### src/rtl/gpt_defines.svh
`ifndef GPT_DEFINES_SVH
`define GPT_DEFINES_SVH

// Register byte addresses
`define GPT_T0_RELOAD_ADDR  32'hFFFF0300
`define GPT_T0_COUNT_ADDR   32'hFFFF0304
`define GPT_T0_CTRL_ADDR    32'hFFFF0308
`define GPT_T0_CLR_ADDR     32'hFFFF030C
`define GPT_T1_RELOAD_ADDR  32'hFFFF0320
`define GPT_T1_COUNT_ADDR   32'hFFFF0324
`define GPT_T1_CTRL_ADDR    32'hFFFF0328
`define GPT_T1_CLR_ADDR     32'hFFFF032C
`define GPT_T1_CAP_ADDR     32'hFFFF0330
`define GPT_STATUS_ADDR     32'hFFFF0334

// Reset values
`define GPT_T0_RELOAD_RST   16'h0000
`define GPT_T0_COUNT_RST    16'hFFFF
`define GPT_T1_RELOAD_RST   32'h00000000
`define GPT_T1_COUNT_RST    32'h0FFFFFFF
`define GPT_CTRL_RST        32'h00000000
`define GPT_T1_CAP_RST      32'h00000000

// Control field positions
`define GPT_EN_BIT          7
`define GPT_MODE_BIT        6
`define GPT_T0_PRE_LSB      2
`define GPT_T1_PRE_LSB      0
`define GPT_T1_FMT_LSB      4
`define GPT_T1_UP_BIT       8
`define GPT_T1_CLK_LSB      9
`define GPT_T1_EVT_LSB      12
`define GPT_T1_CAPEN_BIT    17
`define GPT_T0_CTRL_MASK    32'h000000CC
`define GPT_T1_CTRL_MASK    32'h0003FFFF

// Capture event numbering offset
`define GPT_EVT_OFFSET      6'h02

// Prescaler terminal counts
`define GPT_DIV1_LIM        15'h0000
`define GPT_DIV16_LIM       15'h000F
`define GPT_DIV256_LIM      15'h00FF
`define GPT_DIV32K_LIM      15'h7FFF

// Time-of-day field limits
`define GPT_HUND_MAX        8'h63
`define GPT_MINSEC_MAX      8'h3B
`define GPT_HR23_MAX        8'h17
`define GPT_HR255_MAX       8'hFF

// AXI responses
`define GPT_RESP_OKAY       2'h0
`define GPT_RESP_SLVERR     2'h2

`endif

### src/rtl/gpt_pkg.sv
`default_nettype none
package gpt_pkg;

  typedef enum logic [2:0] {
    GPT_SRC_CORE   = 3'b000,
    GPT_SRC_XTAL   = 3'b001,
    GPT_SRC_GPIO_A = 3'b010,
    GPT_SRC_GPIO_B = 3'b011
  } gpt_clksel_e;

  typedef enum logic [1:0] {
    GPT_FMT_BIN    = 2'b00,
    GPT_FMT_RSVD   = 2'b01,
    GPT_FMT_TIME23 = 2'b10,
    GPT_FMT_TIME255 = 2'b11
  } gpt_fmt_e;

  typedef enum logic [1:0] {
    GPT_T0_DIV1   = 2'b00,
    GPT_T0_DIV16  = 2'b01,
    GPT_T0_DIV256 = 2'b10,
    GPT_T0_DIVX   = 2'b11
  } gpt_t0_pre_e;

  typedef enum logic [3:0] {
    GPT_T1_DIV1   = 4'b0000,
    GPT_T1_DIV16  = 4'b0100,
    GPT_T1_DIV256 = 4'b1000,
    GPT_T1_DIV32K = 4'b1111
  } gpt_t1_pre_e;

endpackage
`default_nettype wire

### src/rtl/gpt_timers.sv
// The implementer's own choice: register access over AXI4-Lite.
`timescale 1ns/100ps
`default_nettype none
`include "gpt_defines.svh"

module gpt_timers
  import gpt_pkg::*;
(
  input  wire logic        mclk,
  input  wire logic        rstn,
  input  wire logic [31:0] s_axi_awaddr,
  input  wire logic [2:0]  s_axi_awprot,
  input  wire logic        s_axi_awvalid,
  output logic             s_axi_awready,
  input  wire logic [31:0] s_axi_wdata,
  input  wire logic [3:0]  s_axi_wstrb,
  input  wire logic        s_axi_wvalid,
  output logic             s_axi_wready,
  output logic [1:0]       s_axi_bresp,
  output logic             s_axi_bvalid,
  input  wire logic        s_axi_bready,
  input  wire logic [31:0] s_axi_araddr,
  input  wire logic [2:0]  s_axi_arprot,
  input  wire logic        s_axi_arvalid,
  output logic             s_axi_arready,
  output logic [31:0]      s_axi_rdata,
  output logic [1:0]       s_axi_rresp,
  output logic             s_axi_rvalid,
  input  wire logic        s_axi_rready,
  input  wire logic        xtal_32k_in,
  input  wire logic        gpio_count_input_a,
  input  wire logic        gpio_count_input_b,
  input  wire logic [31:0] irq_source_in,
  output logic             t0_irq,
  output logic             t1_irq,
  output logic             t0_adc_trig,
  output logic             t1_adc_trig
);

  // Packed time step: [31:24] h, [23:16] m, [15:8] s, [7:0] hundredths
  function automatic logic [31:0] tm_step(input logic [31:0] v,
                                          input logic        up,
                                          input logic [7:0]  hmax);
    logic [7:0] h;
    logic [7:0] m;
    logic [7:0] s;
    logic [7:0] c;
    h = v[31:24];
    m = v[23:16];
    s = v[15:8];
    c = v[7:0];
    if (up)
    begin
      if (c < `GPT_HUND_MAX) c = c + 8'h01;
      else
      begin
        c = 8'h00;
        if (s < `GPT_MINSEC_MAX) s = s + 8'h01;
        else
        begin
          s = 8'h00;
          if (m < `GPT_MINSEC_MAX) m = m + 8'h01;
          else
          begin
            m = 8'h00;
            h = (h < hmax) ? h + 8'h01 : 8'h00;
          end
        end
      end
    end
    else
    begin
      if (c != 8'h00) c = c - 8'h01;
      else
      begin
        c = `GPT_HUND_MAX;
        if (s != 8'h00) s = s - 8'h01;
        else
        begin
          s = `GPT_MINSEC_MAX;
          if (m != 8'h00) m = m - 8'h01;
          else
          begin
            m = `GPT_MINSEC_MAX;
            h = (h != 8'h00) ? h - 8'h01 : hmax;
          end
        end
      end
    end
    return {h, m, s, c};
  endfunction

  function automatic logic [31:0] merge(input logic [31:0] old,
                                        input logic [31:0] nw,
                                        input logic [3:0]  strb);
    logic [31:0] r;
    r = old;
    for (int i = 0; i < 4; i++)
      if (strb[i]) r[i*8 +: 8] = nw[i*8 +: 8];
    return r;
  endfunction

  // Registers
  logic [15:0] t0_reload_reg;
  logic [15:0] t0_cnt_reg;
  logic [31:0] t0_ctrl_reg;
  logic [14:0] t0_pre_reg;
  logic        t0_irq_reg;
  logic        t0_trig_reg;
  logic [31:0] t1_reload_reg;
  logic [31:0] t1_cnt_reg;
  logic [31:0] t1_ctrl_reg;
  logic [31:0] t1_cap_reg;
  logic [14:0] t1_pre_reg;
  logic        t1_irq_reg;
  logic        t1_trig_reg;
  logic [2:0]  sync1_reg;
  logic [2:0]  sync2_reg;
  logic [2:0]  sync3_reg;
  logic [31:0] src_prev_reg;
  logic [31:0] aw_addr_reg;
  logic        aw_full_reg;
  logic [31:0] w_data_reg;
  logic [3:0]  w_strb_reg;
  logic        w_full_reg;
  logic        bvalid_reg;
  logic [1:0]  bresp_reg;
  logic        rvalid_reg;
  logic [31:0] rdata_reg;
  logic [1:0]  rresp_reg;

  // Bus handshakes and write decode
  wire ar_fire  = s_axi_arvalid & s_axi_arready;
  wire wr_fire  = aw_full_reg & w_full_reg & ~bvalid_reg;
  wire wa_timer0_reload_value  = aw_addr_reg == `GPT_T0_RELOAD_ADDR;
  wire wa_timer0_current_count = aw_addr_reg == `GPT_T0_COUNT_ADDR;
  wire wa_timer0_control = aw_addr_reg == `GPT_T0_CTRL_ADDR;
  wire wa_t0clr = aw_addr_reg == `GPT_T0_CLR_ADDR;
  wire wa_timer1_reload_value  = aw_addr_reg == `GPT_T1_RELOAD_ADDR;
  wire wa_timer1_current_count = aw_addr_reg == `GPT_T1_COUNT_ADDR;
  wire wa_timer1_control = aw_addr_reg == `GPT_T1_CTRL_ADDR;
  wire wa_t1clr = aw_addr_reg == `GPT_T1_CLR_ADDR;
  wire wa_timer1_capture_value = aw_addr_reg == `GPT_T1_CAP_ADDR;
  wire wa_stat  = aw_addr_reg == `GPT_STATUS_ADDR;
  wire wa_hit   = wa_timer0_reload_value | wa_timer0_current_count | wa_timer0_control | wa_t0clr | wa_timer1_reload_value
                | wa_timer1_current_count | wa_timer1_control | wa_t1clr | wa_timer1_capture_value | wa_stat;
  wire [31:0] wr_timer0_reload_value  = merge({16'h0000, t0_reload_reg}, w_data_reg,
                               w_strb_reg);
  wire [31:0] wr_timer0_control = merge(t0_ctrl_reg, w_data_reg, w_strb_reg)
                       & `GPT_T0_CTRL_MASK;
  wire [31:0] wr_timer1_control = merge(t1_ctrl_reg, w_data_reg, w_strb_reg)
                       & `GPT_T1_CTRL_MASK;

  // Timer0 control fields
  wire          t0_en    = t0_ctrl_reg[`GPT_EN_BIT];
  wire          t0_per   = t0_ctrl_reg[`GPT_MODE_BIT];
  gpt_t0_pre_e  t0_pre_code;
  assign t0_pre_code = gpt_t0_pre_e'(t0_ctrl_reg[`GPT_T0_PRE_LSB +: 2]);
  wire [14:0] t0_lim = (t0_pre_code == GPT_T0_DIV16)  ? `GPT_DIV16_LIM :
                       (t0_pre_code == GPT_T0_DIV256) ? `GPT_DIV256_LIM :
                       `GPT_DIV1_LIM;
  wire t0_start = wr_fire & wa_timer0_control & wr_timer0_control[`GPT_EN_BIT] & ~t0_en;
  wire t0_tick  = t0_en & (t0_pre_reg == t0_lim);
  wire [15:0] t0_step = t0_cnt_reg - 16'h0001;
  wire t0_evt = t0_tick & (t0_step == 16'h0000);

  // Timer1 control fields
  wire          t1_en    = t1_ctrl_reg[`GPT_EN_BIT];
  wire          t1_per   = t1_ctrl_reg[`GPT_MODE_BIT];
  wire          t1_up    = t1_ctrl_reg[`GPT_T1_UP_BIT];
  gpt_fmt_e     t1_fmt;
  gpt_clksel_e  t1_src;
  gpt_t1_pre_e  t1_pre_code;
  assign t1_fmt = gpt_fmt_e'(t1_ctrl_reg[`GPT_T1_FMT_LSB +: 2]);
  assign t1_src = gpt_clksel_e'(t1_ctrl_reg[`GPT_T1_CLK_LSB +: 3]);
  assign t1_pre_code = gpt_t1_pre_e'(t1_ctrl_reg[`GPT_T1_PRE_LSB +: 4]);
  wire [14:0] t1_lim = (t1_pre_code == GPT_T1_DIV16)  ? `GPT_DIV16_LIM :
                       (t1_pre_code == GPT_T1_DIV256) ? `GPT_DIV256_LIM :
                       (t1_pre_code == GPT_T1_DIV32K) ? `GPT_DIV32K_LIM :
                       `GPT_DIV1_LIM;

  // Synchronised rising edges of the pin sources
  wire [2:0] pin_rise = sync2_reg & ~sync3_reg;
  wire t1_src_edge = (t1_src == GPT_SRC_CORE)   ? 1'b1 :
                     (t1_src == GPT_SRC_XTAL)   ? pin_rise[0] :
                     (t1_src == GPT_SRC_GPIO_A) ? pin_rise[1] :
                     (t1_src == GPT_SRC_GPIO_B) ? pin_rise[2] :
                     1'b0;
  wire t1_start = wr_fire & wa_timer1_control & wr_timer1_control[`GPT_EN_BIT] & ~t1_en;
  wire t1_tick  = t1_en & t1_src_edge & (t1_pre_reg == t1_lim);
  wire t1_time  = t1_fmt[1];
  wire [7:0]  t1_hmax = (t1_fmt == GPT_FMT_TIME23) ? `GPT_HR23_MAX
                                                   : `GPT_HR255_MAX;
  wire [31:0] t1_full = t1_time ? {t1_hmax, `GPT_MINSEC_MAX,
                                   `GPT_MINSEC_MAX, `GPT_HUND_MAX}
                                : 32'hFFFFFFFF;
  wire [31:0] t1_term = t1_up ? t1_full : 32'h00000000;
  wire [31:0] t1_wrap = t1_up ? 32'h00000000 : t1_full;
  wire [31:0] t1_step = t1_time ? tm_step(t1_cnt_reg, t1_up, t1_hmax) :
                        t1_up ? t1_cnt_reg + 32'h00000001 :
                        t1_cnt_reg - 32'h00000001;
  wire t1_at_term = t1_cnt_reg == t1_term;
  wire t1_evt = t1_tick & ~t1_at_term & (t1_step == t1_term);

  // Capture source select, event number plus offset
  wire [5:0] cap_idx = {1'b0, t1_ctrl_reg[`GPT_T1_EVT_LSB +: 5]}
                     + `GPT_EVT_OFFSET;
  wire [31:0] src_rise = irq_source_in & ~src_prev_reg;
  wire cap_evt = t1_ctrl_reg[`GPT_T1_CAPEN_BIT] & ~cap_idx[5]
               & src_rise[cap_idx[4:0]];

  // Read decode
  wire ra_timer0_reload_value  = s_axi_araddr == `GPT_T0_RELOAD_ADDR;
  wire ra_timer0_current_count = s_axi_araddr == `GPT_T0_COUNT_ADDR;
  wire ra_timer0_control = s_axi_araddr == `GPT_T0_CTRL_ADDR;
  wire ra_t0clr = s_axi_araddr == `GPT_T0_CLR_ADDR;
  wire ra_timer1_reload_value  = s_axi_araddr == `GPT_T1_RELOAD_ADDR;
  wire ra_timer1_current_count = s_axi_araddr == `GPT_T1_COUNT_ADDR;
  wire ra_timer1_control = s_axi_araddr == `GPT_T1_CTRL_ADDR;
  wire ra_t1clr = s_axi_araddr == `GPT_T1_CLR_ADDR;
  wire ra_timer1_capture_value = s_axi_araddr == `GPT_T1_CAP_ADDR;
  wire ra_stat  = s_axi_araddr == `GPT_STATUS_ADDR;
  wire ra_hit   = ra_timer0_reload_value | ra_timer0_current_count | ra_timer0_control | ra_t0clr | ra_timer1_reload_value
                | ra_timer1_current_count | ra_timer1_control | ra_t1clr | ra_timer1_capture_value | ra_stat;
  wire [31:0] rd_mux =
      ra_timer0_reload_value  ? {16'h0000, t0_reload_reg} :
      ra_timer0_current_count ? {16'h0000, t0_cnt_reg} :
      ra_timer0_control ? t0_ctrl_reg :
      ra_timer1_reload_value  ? t1_reload_reg :
      ra_timer1_current_count ? t1_cnt_reg :
      ra_timer1_control ? t1_ctrl_reg :
      ra_timer1_capture_value ? t1_cap_reg :
      ra_stat  ? {30'h0000000, t1_irq_reg, t0_irq_reg} :
      32'h00000000;

  assign s_axi_awready = ~aw_full_reg;
  assign s_axi_wready  = ~w_full_reg;
  assign s_axi_bvalid  = bvalid_reg;
  assign s_axi_bresp   = bresp_reg;
  assign s_axi_arready = ~rvalid_reg;
  assign s_axi_rvalid  = rvalid_reg;
  assign s_axi_rdata   = rdata_reg;
  assign s_axi_rresp   = rresp_reg;
  assign t0_irq        = t0_irq_reg;
  assign t1_irq        = t1_irq_reg;
  assign t0_adc_trig   = t0_trig_reg;
  assign t1_adc_trig   = t1_trig_reg;

  // AXI write channel
  always_ff @(posedge mclk or negedge rstn)
  begin
    if (!rstn)
    begin
      aw_full_reg <= 1'b0;
      aw_addr_reg <= 32'h00000000;
      w_full_reg  <= 1'b0;
      w_data_reg  <= 32'h00000000;
      w_strb_reg  <= 4'h0;
      bvalid_reg  <= 1'b0;
      bresp_reg   <= `GPT_RESP_OKAY;
    end
    else
    begin
      if (s_axi_awvalid && !aw_full_reg)
      begin
        aw_full_reg <= 1'b1;
        aw_addr_reg <= s_axi_awaddr;
      end
      else if (wr_fire) aw_full_reg <= 1'b0;
      if (s_axi_wvalid && !w_full_reg)
      begin
        w_full_reg <= 1'b1;
        w_data_reg <= s_axi_wdata;
        w_strb_reg <= s_axi_wstrb;
      end
      else if (wr_fire) w_full_reg <= 1'b0;
      if (wr_fire)
      begin
        bvalid_reg <= 1'b1;
        bresp_reg  <= wa_hit ? `GPT_RESP_OKAY : `GPT_RESP_SLVERR;
      end
      else if (s_axi_bready) bvalid_reg <= 1'b0;
    end
  end

  // AXI read channel
  always_ff @(posedge mclk or negedge rstn)
  begin
    if (!rstn)
    begin
      rvalid_reg <= 1'b0;
      rdata_reg  <= 32'h00000000;
      rresp_reg  <= `GPT_RESP_OKAY;
    end
    else if (ar_fire)
    begin
      rvalid_reg <= 1'b1;
      rdata_reg  <= rd_mux;
      rresp_reg  <= ra_hit ? `GPT_RESP_OKAY : `GPT_RESP_SLVERR;
    end
    else if (s_axi_rready) rvalid_reg <= 1'b0;
  end

  // Pin synchronisers and capture edge history
  always_ff @(posedge mclk or negedge rstn)
  begin
    if (!rstn)
    begin
      sync1_reg    <= 3'h0;
      sync2_reg    <= 3'h0;
      sync3_reg    <= 3'h0;
      src_prev_reg <= 32'hFFFFFFFF;
    end
    else
    begin
      sync1_reg <= {gpio_count_input_b, gpio_count_input_a, xtal_32k_in};
      sync2_reg <= sync1_reg;
      sync3_reg <= sync2_reg;
      src_prev_reg <= irq_source_in;
    end
  end

  // Timer0
  always_ff @(posedge mclk or negedge rstn)
  begin
    if (!rstn)
    begin
      t0_reload_reg <= `GPT_T0_RELOAD_RST;
      t0_ctrl_reg   <= `GPT_CTRL_RST;
      t0_cnt_reg    <= `GPT_T0_COUNT_RST;
      t0_pre_reg    <= 15'h0000;
      t0_irq_reg    <= 1'b0;
      t0_trig_reg   <= 1'b0;
    end
    else
    begin
      if (wr_fire && wa_timer0_reload_value) t0_reload_reg <= wr_timer0_reload_value[15:0];
      if (wr_fire && wa_timer0_control) t0_ctrl_reg <= wr_timer0_control;
      if (t0_start)
      begin
        t0_pre_reg <= 15'h0000;
        if (wr_timer0_control[`GPT_MODE_BIT]) t0_cnt_reg <= t0_reload_reg;
      end
      else if (t0_en)
      begin
        t0_pre_reg <= t0_tick ? 15'h0000 : t0_pre_reg + 15'h0001;
        if (t0_tick)
        begin
          if (t0_per && t0_evt) t0_cnt_reg <= t0_reload_reg;
          else t0_cnt_reg <= t0_step;
        end
      end
      t0_trig_reg <= t0_evt;
      if (t0_evt) t0_irq_reg <= 1'b1;
      else if (wr_fire && wa_t0clr) t0_irq_reg <= 1'b0;
    end
  end

  // Timer1
  always_ff @(posedge mclk or negedge rstn)
  begin
    if (!rstn)
    begin
      t1_reload_reg <= `GPT_T1_RELOAD_RST;
      t1_ctrl_reg   <= `GPT_CTRL_RST;
      t1_cnt_reg    <= `GPT_T1_COUNT_RST;
      t1_cap_reg    <= `GPT_T1_CAP_RST;
      t1_pre_reg    <= 15'h0000;
      t1_irq_reg    <= 1'b0;
      t1_trig_reg   <= 1'b0;
    end
    else
    begin
      if (wr_fire && wa_timer1_reload_value)
        t1_reload_reg <= merge(t1_reload_reg, w_data_reg, w_strb_reg);
      if (wr_fire && wa_timer1_control) t1_ctrl_reg <= wr_timer1_control;
      if (cap_evt) t1_cap_reg <= t1_cnt_reg;
      else if (wr_fire && wa_timer1_capture_value)
        t1_cap_reg <= merge(t1_cap_reg, w_data_reg, w_strb_reg);
      if (t1_start)
      begin
        t1_pre_reg <= 15'h0000;
        if (wr_timer1_control[`GPT_MODE_BIT]) t1_cnt_reg <= t1_reload_reg;
      end
      else if (t1_en && t1_src_edge)
      begin
        t1_pre_reg <= t1_tick ? 15'h0000 : t1_pre_reg + 15'h0001;
        if (t1_tick)
        begin
          if (t1_per && t1_evt) t1_cnt_reg <= t1_reload_reg;
          else if (t1_at_term) t1_cnt_reg <= t1_wrap;
          else t1_cnt_reg <= t1_step;
        end
      end
      t1_trig_reg <= t1_evt;
      if (t1_evt) t1_irq_reg <= 1'b1;
      else if (wr_fire && wa_t1clr) t1_irq_reg <= 1'b0;
    end
  end

  // Checks
  chk_t0_irq_set: assert property (@(posedge mclk)
    disable iff (!rstn) t0_evt |=> t0_irq_reg && t0_trig_reg)
    else $error("Timer0 flag not set at zero");
  chk_t0_irq_clear: assert property (@(posedge mclk)
    disable iff (!rstn) wr_fire && wa_t0clr && !t0_evt |=> !t0_irq_reg)
    else $error("Timer0 flag not cleared by write");
  chk_t0_div16: assert property (@(posedge mclk)
    disable iff (!rstn) t0_tick && t0_pre_code == GPT_T0_DIV16
      && !wr_fire |=> (!t0_tick)[*8])
    else $error("Timer0 divide by 16 ticked early");
  chk_t0_free_wrap: assert property (@(posedge mclk)
    disable iff (!rstn) t0_tick && !t0_per && t0_cnt_reg == 16'h0000
      && !wr_fire |=> t0_cnt_reg == 16'hFFFF)
    else $error("Timer0 free mode did not wrap");
  chk_t0_reload: assert property (@(posedge mclk)
    disable iff (!rstn) t0_evt && t0_per && !wr_fire
      |=> t0_cnt_reg == $past(t0_reload_reg))
    else $error("Timer0 periodic reload wrong");
  chk_t0_halt: assert property (@(posedge mclk)
    disable iff (!rstn) !t0_en && !t0_start
      |=> $stable(t0_cnt_reg) && !t0_trig_reg)
    else $error("Timer0 moved while disabled");
  chk_t1_up_wrap: assert property (@(posedge mclk)
    disable iff (!rstn) t1_tick && t1_up && !t1_time && !t1_per
      && t1_at_term && !wr_fire |=> t1_cnt_reg == 32'h00000000)
    else $error("Timer1 up count did not wrap");
  chk_t1_irq_set: assert property (@(posedge mclk)
    disable iff (!rstn) t1_evt |=> t1_irq_reg && t1_trig_reg
      ##1 t1_trig_reg == $past(t1_evt))
    else $error("Timer1 flag or trigger wrong");
  chk_t1_capture: assert property (@(posedge mclk)
    disable iff (!rstn) cap_evt |=> t1_cap_reg == $past(t1_cnt_reg))
    else $error("Timer1 capture value wrong");
  chk_bus_resp: assert property (@(posedge mclk)
    disable iff (!rstn) wr_fire |=> s_axi_bvalid)
    else $error("Write response missing");

  cov_t0_periodic: cover property (@(posedge mclk) disable iff (!rstn)
    t0_evt && t0_per);
  cov_t1_time_evt: cover property (@(posedge mclk) disable iff (!rstn)
    t1_evt && t1_time);
  cov_t1_capture: cover property (@(posedge mclk) disable iff (!rstn)
    cap_evt);
  cov_read_running: cover property (@(posedge mclk) disable iff (!rstn)
    ar_fire && ra_timer1_current_count && t1_en);

endmodule // gpt_timers
`default_nettype wire

### config.mk
export PLATFORM = sky130hd
export DESIGN_NAME = gpt_timers
export DESIGN_NICKNAME = d
export VERILOG_FILES = /design/src/rtl/gpt_pkg.sv /design/src/rtl/gpt_timers.sv
export VERILOG_INCLUDE_DIRS = /design/src /design/src/rtl
export SDC_FILE = /design/constraint.sdc
export NUM_CORES = 1
export LEC_CHECK = 0
export ABC_AREA = 1
export BUFFER_PORTS_ARGS = -buffer_cell sky130_fd_sc_hd__buf_4
export CAP_MARGIN = 15
export CORE_UTILIZATION = 30
export DETAILED_ROUTE_END_ITERATION = 10
export PLACE_DENSITY = 0.51
export SYNTH_ARGS = -nofsm -noshare
export SYNTH_HDL_FRONTEND = slang
export SYNTH_SLANG_ARGS = --single-unit
### constraint.sdc
create_clock -name mclk -period 5 [get_ports mclk]
set_input_delay 0.5 -clock mclk [delete_from_list [all_inputs] [get_ports mclk]]
set_output_delay 0.5 -clock mclk [all_outputs]
set_load 0.01 [all_outputs]
# == Word-level counts from Yosys, hierarchy flattened ==
# Cells that the tools add are included.
# totals
ff_bits,333
in_bits,148
output_inout_bits,45
wordCells,277
# op_classes
add_sub_neg,14
n_lt_le_gt_ge,5
n_eq_ne,35
mux,87
n_bitwise,47
reduce_logical,51
# op_table
operator,count
$eq A32 B32 Y1 const B,20
$mux W32,20
$mux W8,33
$mux W15,9
$mux W16,5
$eq A32 B32 Y1,2
$add A32 B1 Y32 const B,1
$add A8 B1 Y8 const B,4
$and A32 B32 Y32,1
$not A32 Y32,1
$reduce_bool A8 Y1,4
$sub A32 B1 Y32 const B,1
$sub A8 B1 Y8 const B,4
$add A15 B1 Y15 const B,2
$reduce_bool A2 Y1,15
$reduce_and A2 Y1,14
$or A1 B1 Y1,18
$and A1 B1 Y1,17
$logic_not A16 Y1,1
$lt A8 B6 Y1 const B,2
$mux W1,16
$sub A16 B1 Y16 const B,1
$eq A15 B15 Y1,1
$eq A15 B8 Y1,1
other kinds (20),46

# == Depth between registers and ports, before layout ==
# Gate-level depths: netlist of run 1.
# depth
word_depth,16
depth_mapped,27
ltp_nobuf,25

# == Worst setup path before layout of run 1 ==
# OpenSTA, ideal clock, no wires.
# synth_path
path_type,flip-flop to flip-flop
startpoint,register t1_ctrl_reg[8]
endpoint,register t1_cnt_reg[28]
setup_ps,118
t_arrival_ps,4027
required_ps,4882
setup_slack_ps,855
path_stages_with_launch,27
path_buffers,3
period_less_slack_ps,4145
path_cell_list,dfrtp_1 > inv_1 > buf_2 > buf_1 > ha_1 > or2_2 > nand3_1 > nand2_1 > nand2_1 > nand2_1 > nand2_1 > nand2_1 > nand2_1 > nand2_1 > nand2_1 > nand3_1 > nand2_1 > inv_1 > nand2_1 > nand3_1 > nor2_2 > nand3_4 > nand2_4 > buf_6 > nand2_1 > nand3_1 > nand2_1
# synth_between
elab_chain_len,10
word_cells_on_any_way,19
classes_between,eq/ne (2); mux (13); bitwise (3); reduce/logical (1)
# synth_lines
element,line,source
"start, declared",gpt_timers.sv:112,logic [31:0] t1_ctrl_reg;
"start signal, assigned",gpt_timers.sv:365,t1_ctrl_reg <= `GPT_CTRL_RST;
"start signal, assigned",gpt_timers.sv:376,if (wr_fire && wa_timer1_control) t1_ctrl_reg <= wr_timer1_control;
$mux W32,gpt_timers.sv:197,wire [31:0] t1_term = t1_up ? t1_full : 32'h00000000;
$eq A32 B32 Y1,gpt_timers.sv:202,wire t1_at_term = t1_cnt_reg == t1_term;
$not A1 Y1,gpt_timers.sv:203,wire t1_evt = t1_tick & ~t1_at_term & (t1_step == t1_term);
$and A1 B1 Y1 (2 in a row),gpt_timers.sv:203,
$logic_and A1 B1 Y1,gpt_timers.sv:390,if (t1_per && t1_evt) t1_cnt_reg <= t1_reload_reg;
$mux W32 (*),gpt_timers.sv:390,
$mux W32 (*),gpt_timers.sv:388,if (t1_tick)
$mux W32 (*),gpt_timers.sv:385,else if (t1_en && t1_src_edge)
$mux W32 (*),gpt_timers.sv:380,if (t1_start)
"end signal, assigned",gpt_timers.sv:390,
"end signal, assigned",gpt_timers.sv:391,else if (t1_at_term) t1_cnt_reg <= t1_wrap;
"end signal, assigned",gpt_timers.sv:392,else t1_cnt_reg <= t1_step;
"end, declared",gpt_timers.sv:111,logic [31:0] t1_cnt_reg;
# Mark *: on every way between the ends. The rest lies on a longest branch, timed or not. The select of a mux whose other input is x is not followed.
# A chain may end at the register's enable or synchronous reset.

# == Worst setup path after layout of run 1 ==
# layout_path
startpoint,register t1_ctrl_reg[8]
endpoint,register t1_cnt_reg[31]
# Same word-level chain as after synthesis.

==> summary.md, run 1 <==
| Metric | Value |
|---|---|
| Outcome | `completed` |
| Die area | `roughly 73,000 µm²` |
| Share of layout cells above drive strength 1 | `13.4%` |
| RSZ-0062 raised after global routing | `no` |
| CTS tree | `done` |
| Setup total negative slack | `0 ns` |
| Min-Delay Endpoint | `sync1_reg[1]$_DFF_PN0_` |
| Synth unique cells | `69` |
| Startpoint types | `flip-flop` |
| Max IR drop VDD | `280 µV` |
| CTS H-tree lvls | `2` |
| R2r setup slk | `0.77 ns` |
| I/O pin count | `between 150 and 200` |
| Number of gates resized after cts | `0` |
| Residual overflow from global routing | `0` |
| Worst EP arrival | `4.68 ns` |
| Asr flop ratio synth | `between 90% and 100%` |
| Power, Total | `0.00700 W` |
| Commonest non-fill, non-tap cell in the layout | `nand2_1` |
| Clk_lat worst skew | `between 0.5 and 0.6 ns` |
| CP required | `5.44 ns` |
| Seq/Total Area, Yosys | `38.6%` |
| Nets | `3,438` |
| Final hold slack | `around 0.056 ns` |
| Die Ht | `271 µm` |
| Critical path fanouts, max | `54` |
| Critical path class | `reg2reg` |
| DP HPWL | `~57 mm` |
| Drt wl/cell | `approximately 18 µm` |
| Max-slew headroom | `27.1%` |
| Vias | `20,900` |
| Pre-Repair DR Iteration Count | `5` |
| Mean post-synth cell area | `about 7 µm²` |
| Clock Tree Buf Depth | `3` |
| Synth Warn # | `0` |
| Clock root buffer | `clkbuf_16` |
| Setup crit end kind | `flip-flop` |
| EDFF count, synth | `0` |
| Core Area | `71,500 µm²` |
| R2r worst-path depth | `24` |
| Clock Sinks | `between 300 and 400` |
| Leak Pwr | `12.2 nW` |
| First-pass GRT wire length | `118 mm` |
| Total GRT Usage | `20.3%` |
| Commonest non-fill, non-tap cells in the layout | `nand2_1, inv_1, nand3_1` |
| Reg-to-reg startpoint | `t1_ctrl_reg[8]$_DFFE_PN0P_` |
| Post-route minimum period | `4.23 ns` |
| Hold depth | `1` |
| Die X | `271 µm` |
| Top cell type's share of synthesized area | `29.4%` |
| Final WL | `between 70 and 80 mm` |
| Max frequency | `between 0.2 and 0.25 GHz` |
| Leading cell types by total area after synthesis | `dfrtp_1, nand2_1, dfstp_2` |
| Starting DRC count in detailed routing | `1,599` |
| Area delta synth->final | `16.8%` |
| R2r endpoint | `t1_cnt_reg[31]$_DFFE_PN0P_` |
| HP Class | `in2reg` |
| Gate Count Post-Synth | `roughly 3,100` |
| Initial Util | `30.4%` |
| Final non-filler cell total | `4,222` |
| HP Start | `gpio_count_input_a` |
| Final hold vios | `0` |
| Placed insts | `4,150` |
| Mapped cell area | `21,700 µm²` |
| Largest net degree at the start of global routing | `112` |
| Setup slack at placement | `just under 0.8 ns` |
| Final setup fails | `0` |
| P per Cell Area | `276 nW/µm²` |
| DRC viols | `0` |
| PortBufs | `184` |
| # rows | `98` |
| Clk_skew | `0.0171 ns` |
| Clk slew on worst S/H paths | `approximately 0.060 ns` |
| Slack of the critical path | `0.766 ns` |
| Num CTS Buffers | `40` |
| Post-CTS Setup Bufs | `0` |
| Via density | `4.96` |
| Most used DFF post-synth | `dfrtp_1` |
| Slew @ Worst Pin | `1.08 ns` |
| Seq cells post-synth | `roughly 330` |
| Cts hold-fix bufs | `1` |
| Max-cap violations | `0` |
| Initial antenna violation count | `1` |
| DRT antenna net count | `0` |
| Fin. max-slew vios | `0` |
| Vias in the first global route | `20,300` |
| Routability cong. | `roughly 0.93` |
| Fin crit share | `84.7%` |
| Leading area contributor after synthesis | `dfrtp_1` |
-- kinds of logic (layout without fill, tap and decap cells) --
family          after synthesis  after routing  share of synthesized area (%)
compound gates              531            531                           14.4
xor+xnor                     29             29                           1.17
fa+ha+maj                    47             47                           2.74
buf+inv                     529            702                           9.75
flops                       331            331                           38.6
mux                          22             22                           1.14
other cells                   1              3                         0.0173
simple gates               1607           1607                           32.2
-- through the flow --
| step | util (%) | instance area [µm²] |
|---|---|---|
| 2_1_floorplan | - | 21700 |
| 5_1_grt | 35.5 | 25300 |
| 3_3_place_gp | 33.6 | 24000 |
| 3_5_place_dp | 33.6 | 24000 |
| 4_1_cts | 35.5 | 25300 |
| 6_report | 35.5 | 25300 |
-- cell type report --
class / count / area, µm²
diodes: 1 / 2.50
clock buffers: 56 / 1130
clock inverters: 14 / 161
fillers: 7768 / 46100
inverters: 419 / 1580
multi-input cells: 2238 / 11300
flip-flops and latches: 331 / 8380
well taps: 950 / 1190
repair buffers: 213 / 1650
-- synthesized netlist by cell type, drive strengths merged, types with 2 or more instances --
cell type  instances
a31oi              9
nand4             51
clkinv             4
o211ai            32
nor2             306
ha                46
nand2            842
o221ai            11
o22ai             16
xor2              25
nand3            307
o21bai             4
nand3b            14
nor4b              2
mux2              22
nor3              54
xnor2              4
a21o               3
and2               2
a21oi            157
clkbuf            61
inv              415
o21ai            231
a221oi             4
o2111ai            4
nor4              16
nor3b              4
o32ai              3
or2                7
a221o              3
dfstp             76
dfrtp            255
buf               49
o31ai              3
o311ai            42
-- layer usage --
metal / GRT usage (%) / part of all wire (%) / routed length (µm)
met1: 27.7 / 46 / 34900
met2: 33.2 / 46 / 34800
met3: 2.96 / 5.1 / 3810
met4: 5.83 / 2.5 / 1860
met5: 0 / 0 / 0
-- power by group --
group / switching, W / internal (W)
Sequential: 0.000126 / 0.00299
Combinational: 0.000633 / 0.000329
Clock: 0.00119 / 0.00174
-- worst max-delay path by stage --
| stage | endpoint | slack, ns | cells after the start | start |
|---|---|---|---|---|
| 3_3_place_gp | t1_cnt_reg[31]$_DFFE_PN0P_ | 0.78 | 21 | t1_ctrl_reg[8]$_DFFE_PN0P_ |
| 4_1_cts | t1_cnt_reg[30]$_DFFE_PN0P_ | 0.77 | 24 | t1_ctrl_reg[8]$_DFFE_PN0P_ |
| 2_1_floorplan | t1_cnt_reg[28]$_DFFE_PN0P_ | 0.86 | 26 | t1_ctrl_reg[8]$_DFFE_PN0P_ |
| 5_1_grt | t1_cnt_reg[29]$_DFFE_PN0P_ | 0.28 | 23 | t1_ctrl_reg[8]$_DFFE_PN0P_ |
| 6_report | t1_cnt_reg[31]$_DFFE_PN0P_ | 0.77 | 24 | t1_ctrl_reg[8]$_DFFE_PN0P_ |
| 3_5_place_dp | t1_cnt_reg[31]$_DFFE_PN0P_ | 0.79 | 24 | t1_ctrl_reg[8]$_DFFE_PN0P_ |
-- worst max-delay path, stage by stage (launching register included) --
cell,delay (ns)
dfrtp_1,0.38
inv_2,0.07
buf_12,0.27
ha_1,0.36
or2_2,0.34
nand3_1,0.09
nand2_1,0.10
nand2_1,0.12
nand2_1,0.12
nand2_1,0.11
nand2_1,0.07
nand2_1,0.09
nand2_1,0.05
nand2_1,0.05
nand3_1,0.06
nand2_1,0.21
inv_1,0.09
nand2_1,0.06
nand3_1,0.09
nor2_2,0.25
nand3_4,0.39
nand2_4,0.48
nand2_1,0.10
nand3_1,0.09
nand2_1,0.06
No activity file was read; power rests on OpenSTA's default activity.
==> run 2, diff against run 1 <==
==> constraint.sdc (replaced) <==
create_clock -name mclk -period 4 [get_ports mclk]
set_input_delay 0.4 -clock mclk [delete_from_list [all_inputs] [get_ports mclk]]
set_output_delay 0.4 -clock mclk [all_outputs]
set_load 0.01 [all_outputs]
==> run 2 against run 1 <==
- final cell count increased by 1.8%
- clock power increased by 25%
- core utilization increased by 0.98 points
- worst hold slack got worse by 0.035 ns
- combinational power increased by 27%
- first-iteration DRC count increased by 4.3%
- fmax increased by 15%
- die area unchanged
- setup slack got worse by 0.45 ns
- highest routed layer is now met5
==> summary.md, run 2 (synthesis results as in run 1) <==
| Metric | Value |
|---|---|
| Outcome | `completed (unchanged)` |
| Initial antenna violation count | `1 (unchanged)` |
| CP required | `4.48 ns (was 5.44 ns)` |
| HP Class | `in2reg (unchanged)` |
| Die X | `271 µm (unchanged)` |
| Setup slack at placement | `0.232 ns (was 0.787 ns)` |
| Pre-Repair DR Iteration Count | `5 (unchanged)` |
| Clock Tree Buf Depth | `3 (unchanged)` |
| Commonest non-fill, non-tap cell in the layout | `nand2_1 (unchanged)` |
| Antenna cell count | `0 (was 1)` |
| DRC viols | `0 (unchanged)` |
| R2r endpoint | `t1_cnt_reg[26]$_DFFE_PN1P_ (was t1_cnt_reg[31]$_DFFE_PN0P_)` |
| Clock root buffer | `clkbuf_16 (unchanged)` |
| RSZ-0062 raised after global routing | `no (unchanged)` |
| Area delta synth->final | `20.0% (was 16.8%)` |
| Num CTS Buffers | `38 (was 40)` |
| Setup total negative slack | `0 ns (unchanged)` |
| First-pass GRT wire length | `121 mm (was 118 mm)` |
| Fillers | `7,650 (was 7,768)` |
| PortBufs | `184 (unchanged)` |
| Clock Sinks | `331 (unchanged)` |
| CTS H-tree lvls | `2 (unchanged)` |
| Vias in the first global route | `20,700 (was 20,300)` |
| Max IR drop VDD | `346 µV (was 280 µV)` |
| Final hold slack | `0.0217 ns (was 0.0562 ns)` |
| CP endpoint | `t1_cnt_reg[26]$_DFFE_PN1P_ (was t1_cnt_reg[31]$_DFFE_PN0P_)` |
| CP max stage delay | `0.69 ns (was 0.48 ns)` |
| Starting DRC count in detailed routing | `1,667 (was 1,599)` |
| P per Cell Area | `337 nW/µm² (was 276 nW/µm²)` |
| Final setup fails | `0 (unchanged)` |
| Slack of the critical path | `0.319 ns (was 0.766 ns)` |
| Final Cell Area | `26,000 µm² (was 25,300 µm²)` |
| Clk slew on worst S/H paths | `0.06 ns (about the same)` |
| Critical path fanouts, max | `32 (was 54)` |
| Slew @ Worst Pin | `0.956 ns (was 1.08 ns)` |
| Drt wl/cell | `17.9 µm (was 17.8 µm)` |
| Die area | `73,400 µm² (unchanged)` |
| DP HPWL | `59.1 mm (was 56.7 mm)` |
| R2r setup slk | `0.32 ns (was 0.77 ns)` |
| Total GRT Usage | `20.7% (was 20.3%)` |
| Via density | `4.99 (was 4.96)` |
| Vias | `21,400 (was 20,900)` |
| DRT antenna net count | `0 (unchanged)` |
| Core Area | `71,500 µm² (unchanged)` |
| Routability cong. | `0.939 (was 0.933)` |
| Max-slew headroom | `36.1% (was 27.1%)` |
| Post-CTS Setup Bufs | `0 (unchanged)` |
| Fin. max-slew vios | `0 (unchanged)` |
| Clk_lat worst skew | `0.56 ns (was 0.55 ns)` |
| Commonest non-fill, non-tap cells in the layout | `nand2_1, inv_1, nand3_1 (unchanged)` |
| Critical path class | `reg2reg (unchanged)` |
| Die Ht | `271 µm (unchanged)` |
| Clk_skew | `0.0205 ns (was 0.0171 ns)` |
| R2r worst-path depth | `21 (was 24)` |
| Max frequency | `0.272 GHz (was 0.236 GHz)` |
| Placed inst area | `24,400 µm² (was 24,000 µm²)` |
| Initial Util | `30.4% (unchanged)` |
| Nets | `3,514 (was 3,438)` |
| Setup crit end kind | `flip-flop (unchanged)` |
| Residual overflow from global routing | `0 (unchanged)` |
| Worst EP arrival | `4.17 ns (was 4.68 ns)` |
| Fin crit share | `92.0% (was 84.7%)` |
| Reg-to-reg startpoint | `t1_cnt_reg[1]$_DFFE_PN1P_ (was t1_ctrl_reg[8]$_DFFE_PN0P_)` |
| Share of layout cells above drive strength 1 | `14.3% (was 13.4%)` |
| Crit path cell chain | `inv_1, ha_1, nand2_1, nor2_4, buf_4, nor2_1, nand2_1, nand3_1, nand2_1, nor2_1, nand2_1, a21oi_1, nand3_1, nor2_1, nand3_1, nor2_4, nand3_4, buf_4, nand3_1, nand3_1, nand2_1 (was inv_2, buf_12, ha_1, or2_2, nand3_1, nand2_1, nand2_1, nand2_1, nand2_1, nand2_1, nand2_1, nand2_1, nand2_1, nand3_1, nand2_1, inv_1, nand2_1, nand3_1, nor2_2, nand3_4, nand2_4, nand2_1, nand3_1, nand2_1)` |
| Startpoint types | `flip-flop (unchanged)` |
| Finished Core Util | `36.4% (was 35.5%)` |
| # rows | `98 (unchanged)` |
| Post-route minimum period | `3.68 ns (was 4.23 ns)` |
| Final WL | `77.0 mm (was 75.3 mm)` |
| Final hold vios | `0 (unchanged)` |
| Max-cap violations | `0 (unchanged)` |
| Critical path's slowest cell | `dfstp_2 (was nand2_4)` |
| CTS tree | `done (unchanged)` |
| I/O pin count | `193 (unchanged)` |
| Largest net degree at the start of global routing | `102 (was 112)` |
| Critical path origin | `t1_cnt_reg[1]$_DFFE_PN1P_ (was t1_ctrl_reg[8]$_DFFE_PN0P_)` |
| Leak Pwr | `12.6 nW (was 12.2 nW)` |
## run 2: cell types whose count changed in the layout (fill, tap and decap cells not counted), sizes merged
cell,before,now
buf,212,255
dlygate4sd3,1,36
clkinv,11,8
clkinvlp,2,0
bufinv,3,4
clkbuf,56,57
diode,1,0
## run 2: area by class of cell
| cell class | instances | area [µm²] | area share (%) |
|---|---|---|---|
| multi-input combinational | 2238 | 11300 | 43.3 |
| sequential | 331 | 8380 | 32.2 |
| timing repair buffer | 291 | 2340 | 9.00 |
| inverter | 419 | 1580 | 6.06 |
| tap | 950 | 1190 | 4.56 |
| clock buffer | 57 | 1120 | 4.31 |
| clock inverter | 10 | 164 | 0.629 |
## run 2: where the power goes
group | leakage [nW] | switching [W] | internal (W)
clock | 0.629 | 0.00144 | 0.00220
combinational | 7.82 | 0.000786 | 0.000438
sequential | 4.12 | 0.000160 | 0.00374
total | 12.6 | 0.00239 | 0.00638
## run 2: what timing repair did
action	in CTS	in global routing
setup endpoints to repair	0	32
gates resized for setup	0	4
hold buffers	36	0
hold endpoints to repair	122	0
## run 2: per-layer routing
metal  GRT usage, %  up-vias  wire length (µm)
li1               -    10700                 -
met1           28.9    10100             35900
met2           34.1      545             35800
met3           2.62       80              3790
met4           4.50        2              1490
met5              0        -                 9
## run 2: through the flow
step	cells	total power [W]
final	4296	0.00877
after global routing	4296	0.00915
after CTS	4296	0.00887
after detailed placement	4193	0.00516
after global placement	4193	0.00513
after floorplan	3098	0.00459
## run 2: worst min-delay path by stage
stage	cells past startpoint	to	startpoint
after global placement	0	sync2_reg[0]$_DFF_PN0_	sync1_reg[0]$_DFF_PN0_
after detailed placement	0	sync2_reg[2]$_DFF_PN0_	sync1_reg[2]$_DFF_PN0_
after floorplan	0	aw_addr_reg[0]$_DFFE_PN0P_	rstn
final	2	s_axi_bvalid$_DFFE_PN0P_	s_axi_bready
after global routing	2	s_axi_bvalid$_DFFE_PN0P_	s_axi_bready
after CTS	2	s_axi_bvalid$_DFFE_PN0P_	s_axi_bready
## run 2: worst max-delay path, delay by kind of cell, from the launching register on
family,cells,cell delay [ns]
simple gates,16,1.85
flops,1,0.69
buf+inv,3,0.63
fa+ha+maj,1,0.25
compound gates,1,0.16
==> run 3, diff against run 2 <==
--- a/config.mk
+++ b/config.mk
@@ -6,7 +6,7 @@
 export SDC_FILE = /design/constraint.sdc
 export NUM_CORES = 1
 export LEC_CHECK = 0
-export ABC_AREA = 1
+export ABC_AREA = 0
 export BUFFER_PORTS_ARGS = -buffer_cell sky130_fd_sc_hd__buf_4
 export CAP_MARGIN = 15
 export CORE_UTILIZATION = 30
==> run 3 against run 2 <==
- the flow now finishes with violations (design-rule violations, negative setup slack)
- non-clock buffer count is 295 higher
- highest routed layer is now met4
- die area is 7.1% lower
- register-to-register slack worse by 0.65 ns
- sequential power is 9.2% higher
- clock power is 5% higher
- sequential cell count stayed put
==> summary.md, run 3 <==
| Metric | Value |
|---|---|
| Outcome | `finished with violations (was completed)` |
| Failing checks | `design-rule violations, negative setup slack` |
| Drt wl/cell | `21.5 µm (was 17.9 µm)` |
| Final hold slack | `0.0387 ns (was 0.0217 ns)` |
| Setup crit end kind | `flip-flop (unchanged)` |
| Internal | `0.00666 W (was 0.00638 W)` |
| I/O pin count | `193 (unchanged)` |
| CTS H-tree lvls | `2 (unchanged)` |
| Synth Warn # | `0 (unchanged)` |
| Clock power frac | `42.0% (was 41.6%)` |
| CP bufs+invs | `4 (was 3)` |
| Seq cells post-synth | `331 (unchanged)` |
| Largest net degree at the start of global routing | `89 (was 102)` |
| Part of the power in registers | `46.6% (was 44.4%)` |
| Initial Util | `30.5% (was 30.4%)` |
| PortBufs | `184 (unchanged)` |
| EDFF count, synth | `0 (unchanged)` |
| Fin crit share | `108% (was 92.0%)` |
| Max-cap violations | `0 (unchanged)` |
| DRT antenna net count | `0 (unchanged)` |
| Commonest cells post-synth | `dfrtp_1, nand2_1, nor2_1 (was nand2_1, inv_1, nand3_1)` |
| Slew @ Worst Pin | `1.11 ns (was 0.956 ns)` |
| Initial antenna violation count | `0 (was 1)` |
| Commonest non-fill, non-tap cells in the layout | `buf_4, dfrtp_1, nand2_1 (was nand2_1, inv_1, nand3_1)` |
| Num CTS Buffers | `41 (was 38)` |
| RSZ-0062 raised after global routing | `yes (was no)` |
| Critical path's slowest cell | `or4_1 (was dfstp_2)` |
| Clock root buffer | `clkbuf_16 (unchanged)` |
| Max-slew headroom | `25.8% (was 36.1%)` |
| R2r setup slk | `-0.33 ns (was 0.32 ns)` |
| Psw | `0.00248 W (was 0.00239 W)` |
| Critical path origin | `t1_ctrl_reg[8]$_DFFE_PN0P_ (was t1_cnt_reg[1]$_DFFE_PN1P_)` |
| Critical path class | `reg2reg (unchanged)` |
| Fillers | `6,520 (was 7,650)` |
| Vias in the first global route | `19,500 (was 20,700)` |
| Gate Count Post-Synth | `2,139 (was 3,097)` |
| Asr flop ratio synth | `100% (unchanged)` |
| CTS tree | `done (unchanged)` |
| Reg-to-reg startpoint | `t1_ctrl_reg[8]$_DFFE_PN0P_ (was t1_cnt_reg[1]$_DFFE_PN1P_)` |
| DP HPWL | `58.0 mm (was 59.1 mm)` |
| Slack of the critical path | `-0.331 ns (was 0.319 ns)` |
| Pre-Repair DR Iteration Count | `11 (was 5)` |
| Clk slew on worst S/H paths | `0.06 ns (about the same)` |
| Top-count cell post-synth | `dfrtp_1 (was nand2_1)` |
| First-pass GRT wire length | `117 mm (was 121 mm)` |
| Leak Pwr | `12.4 nW (was 12.6 nW)` |
| Top cell type's share of synthesized area | `31.7% (was 29.4%)` |
| Seq/Total Area, Yosys | `41.6% (was 38.6%)` |
| Starting DRC count in detailed routing | `1,661 (was 1,667)` |
| Core Area | `66,100 µm² (was 71,500 µm²)` |
| P per Cell Area | `333 nW/µm² (was 337 nW/µm²)` |
| Die area | `68,200 µm² (was 73,400 µm²)` |
| Clock Sinks | `331 (unchanged)` |
| Nets | `2,836 (was 3,514)` |
| Worst EP arrival | `4.83 ns (was 4.17 ns)` |
| Residual overflow from global routing | `0 (unchanged)` |
| Synth unique cells | `104 (was 69)` |
| Total GRT Usage | `22.2% (was 20.7%)` |
| Via density | `5.50 (was 4.99)` |
| Worst path most repeated cell | `buf_12` |
| DRC viols | `2 (was 0)` |
| R2r worst-path depth | `17 (was 21)` |
| Final hold vios | `0 (unchanged)` |
| Die X | `261 µm (was 271 µm)` |
| Final setup fails | `32 (was 0)` |
| Max frequency | `0.231 GHz (was 0.272 GHz)` |
| Startpoint types | `flip-flop (unchanged)` |
| Routability cong. | `0.978 (was 0.939)` |
| Area delta synth->final | `36.3% (was 20.0%)` |
| Die Ht | `261 µm (was 271 µm)` |
| Fin. max-slew vios | `0 (unchanged)` |
| Antenna cell count | `0 (unchanged)` |
| Sw frac | `27.1% (was 27.3%)` |
| Mapped cell area | `20,100 µm² (was 21,700 µm²)` |
| Final WL | `76.2 mm (was 77.0 mm)` |
| Cell depth of the worst setup path | `17 (was 21)` |
| Post-route minimum period | `4.33 ns (was 3.68 ns)` |
| Vias | `19,500 (was 21,400)` |
| Leading cell types by total area after synthesis | `dfrtp_1, dfstp_2, mux2_2 (was dfrtp_1, nand2_1, dfstp_2)` |
| Commonest non-fill, non-tap cell in the layout | `buf_4 (was nand2_1)` |
| Setup slack at placement | `-0.560 ns (was 0.232 ns)` |
| # rows | `94 (was 98)` |
| Leading area contributor after synthesis | `dfrtp_1 (unchanged)` |
| Combinational share of power | `11.4% (was 14.0%)` |
| Clk_lat worst skew | `0.58 ns (was 0.56 ns)` |
| Delay-heaviest family, CP | `simple AND/OR/NAND/NOR gates (unchanged)` |
| CP required | `4.50 ns (was 4.48 ns)` |
| Mean post-synth cell area | `9.42 µm² (was 7.01 µm²)` |
| Share of layout cells above drive strength 1 | `36.2% (was 14.3%)` |
| CP endpoint | `t1_cnt_reg[21]$_DFFE_PN1P_ (was t1_cnt_reg[26]$_DFFE_PN1P_)` |
| Clock Tree Buf Depth | `3 (unchanged)` |
| CP max stage delay | `0.52 ns (was 0.69 ns)` |
| Critical path fanouts, max | `20 (was 32)` |
| Max IR drop VDD | `377 µV (was 346 µV)` |
| Crit path cell chain | `clkinv_4, buf_12, ha_4, nand4_1, nor3_2, a21boi_2, or3_1, a21oi_1, or4_1, or4_4, a21oi_4, or4b_4, o311ai_4, buf_4, buf_12, a21o_1, o211a_1 (was inv_1, ha_1, nand2_1, nor2_4, buf_4, nor2_1, nand2_1, nand3_1, nand2_1, nor2_1, nand2_1, a21oi_1, nand3_1, nor2_1, nand3_1, nor2_4, nand3_4, buf_4, nand3_1, nand3_1, nand2_1)` |
| Clk_skew | `0.0283 ns (was 0.0205 ns)` |
| R2r endpoint | `t1_cnt_reg[21]$_DFFE_PN1P_ (was t1_cnt_reg[26]$_DFFE_PN1P_)` |
| HP Class | `in2reg (unchanged)` |
| Finished Core Util | `41.5% (was 36.4%)` |
| Most used DFF post-synth | `dfrtp_1 (unchanged)` |
[run 3: how the worst min path moves through the flow]
stage / startpoint / end / slack [ns] / cells after the start
after floorplan: rstn / aw_addr_reg[0]$_DFFE_PN0P_ / 0.10 / 0
after global placement: sync1_reg[2]$_DFF_PN0_ / sync2_reg[2]$_DFF_PN0_ / 0.34 / 0
after detailed placement: sync1_reg[2]$_DFF_PN0_ / sync2_reg[2]$_DFF_PN0_ / 0.33 / 0
after CTS: s_axi_awaddr[5] / aw_addr_reg[5]$_DFFE_PN0P_ / 0.02 / 3
after global routing: s_axi_wstrb[0] / w_strb_reg[0]$_DFFE_PN0P_ / 0.03 / 2
final: s_axi_awaddr[5] / aw_addr_reg[5]$_DFFE_PN0P_ / 0.04 / 3
[run 3: repair_timing]
action / in CTS / in global routing
cloned: 1 / 0
pin swaps: 4 / 12
endpoints found under the setup margin: 34 / 34
hold buffers: 38 / 0
setup buffers: 11 / 7
resized for setup: 71 / 56
endpoints found under the hold margin: 110 / 0
[run 3: logic make-up after synthesis]
| kind of cell | synth area share (%) |
|---|---|
| and+or+nand+nor | 19.1 |
| buffers and inverters | 3.95 |
| xor gates and xnor gates | 2.04 |
| other | 0.0186 |
| muxes | 11.5 |
| adders and majority gates | 2.96 |
| AOI/OAI and AO/OA | 18.9 |
| DFF | 41.6 |
[run 3: layer usage]
layer	vias up	routed length, µm	track usage [%]
met5	-	0	0
li1	9027	-	-
met4	0	1850	6.06
met1	9650	34500	31.0
met3	110	5020	3.89
met2	676	34800	35.3
[run 3: metrics by stage]
stage	setup TNS (ns)	instances	total power, W	instance area [µm²]
after detailed placement	-13.64	3406	0.00535	24900
after CTS	-7.87	3531	0.00927	27100
after global routing	-11.01	3538	0.00955	27400
after global placement	-12.51	3406	0.00529	24900
after floorplan	-0.793	2140	0.00474	20300
final	-6.44	3538	0.00914	27400
[run 3: final cells by class]
type	instances	area [µm²]	area share (%)
multi-input cells	1621	11700	42.6
flip-flops and latches	331	8380	30.5
repair buffers	586	4680	17.1
clock buffers	57	1140	4.14
well taps	864	1080	3.94
clock inverters	19	243	0.884
inverters	60	230	0.839
[run 3: power by group through the flow]
| stage | clock network (W) | registers (W) | logic (W) |
|---|---|---|---|
| 6_report | 0.00384 | 0.00426 | 0.00104 |
| 5_1_grt | 0.00408 | 0.00432 | 0.00115 |
| 3_3_place_gp | 0 | 0.00429 | 0.00100 |
| 3_5_place_dp | 0 | 0.00432 | 0.00103 |
| 4_1_cts | 0.00394 | 0.00426 | 0.00106 |
| 2_1_floorplan | 0 | 0.00409 | 0.000644 |
[run 3: worst register-to-register path, delay by kind of cell, from the launching register on]
kind                       cells  cell delay, ns
AOI/OAI and AO/OA              6            0.93
DFF                            1            0.39
adders and majority gates      1            0.30
and+or+nand+nor                6            2.03
buffers and inverters          4            0.61
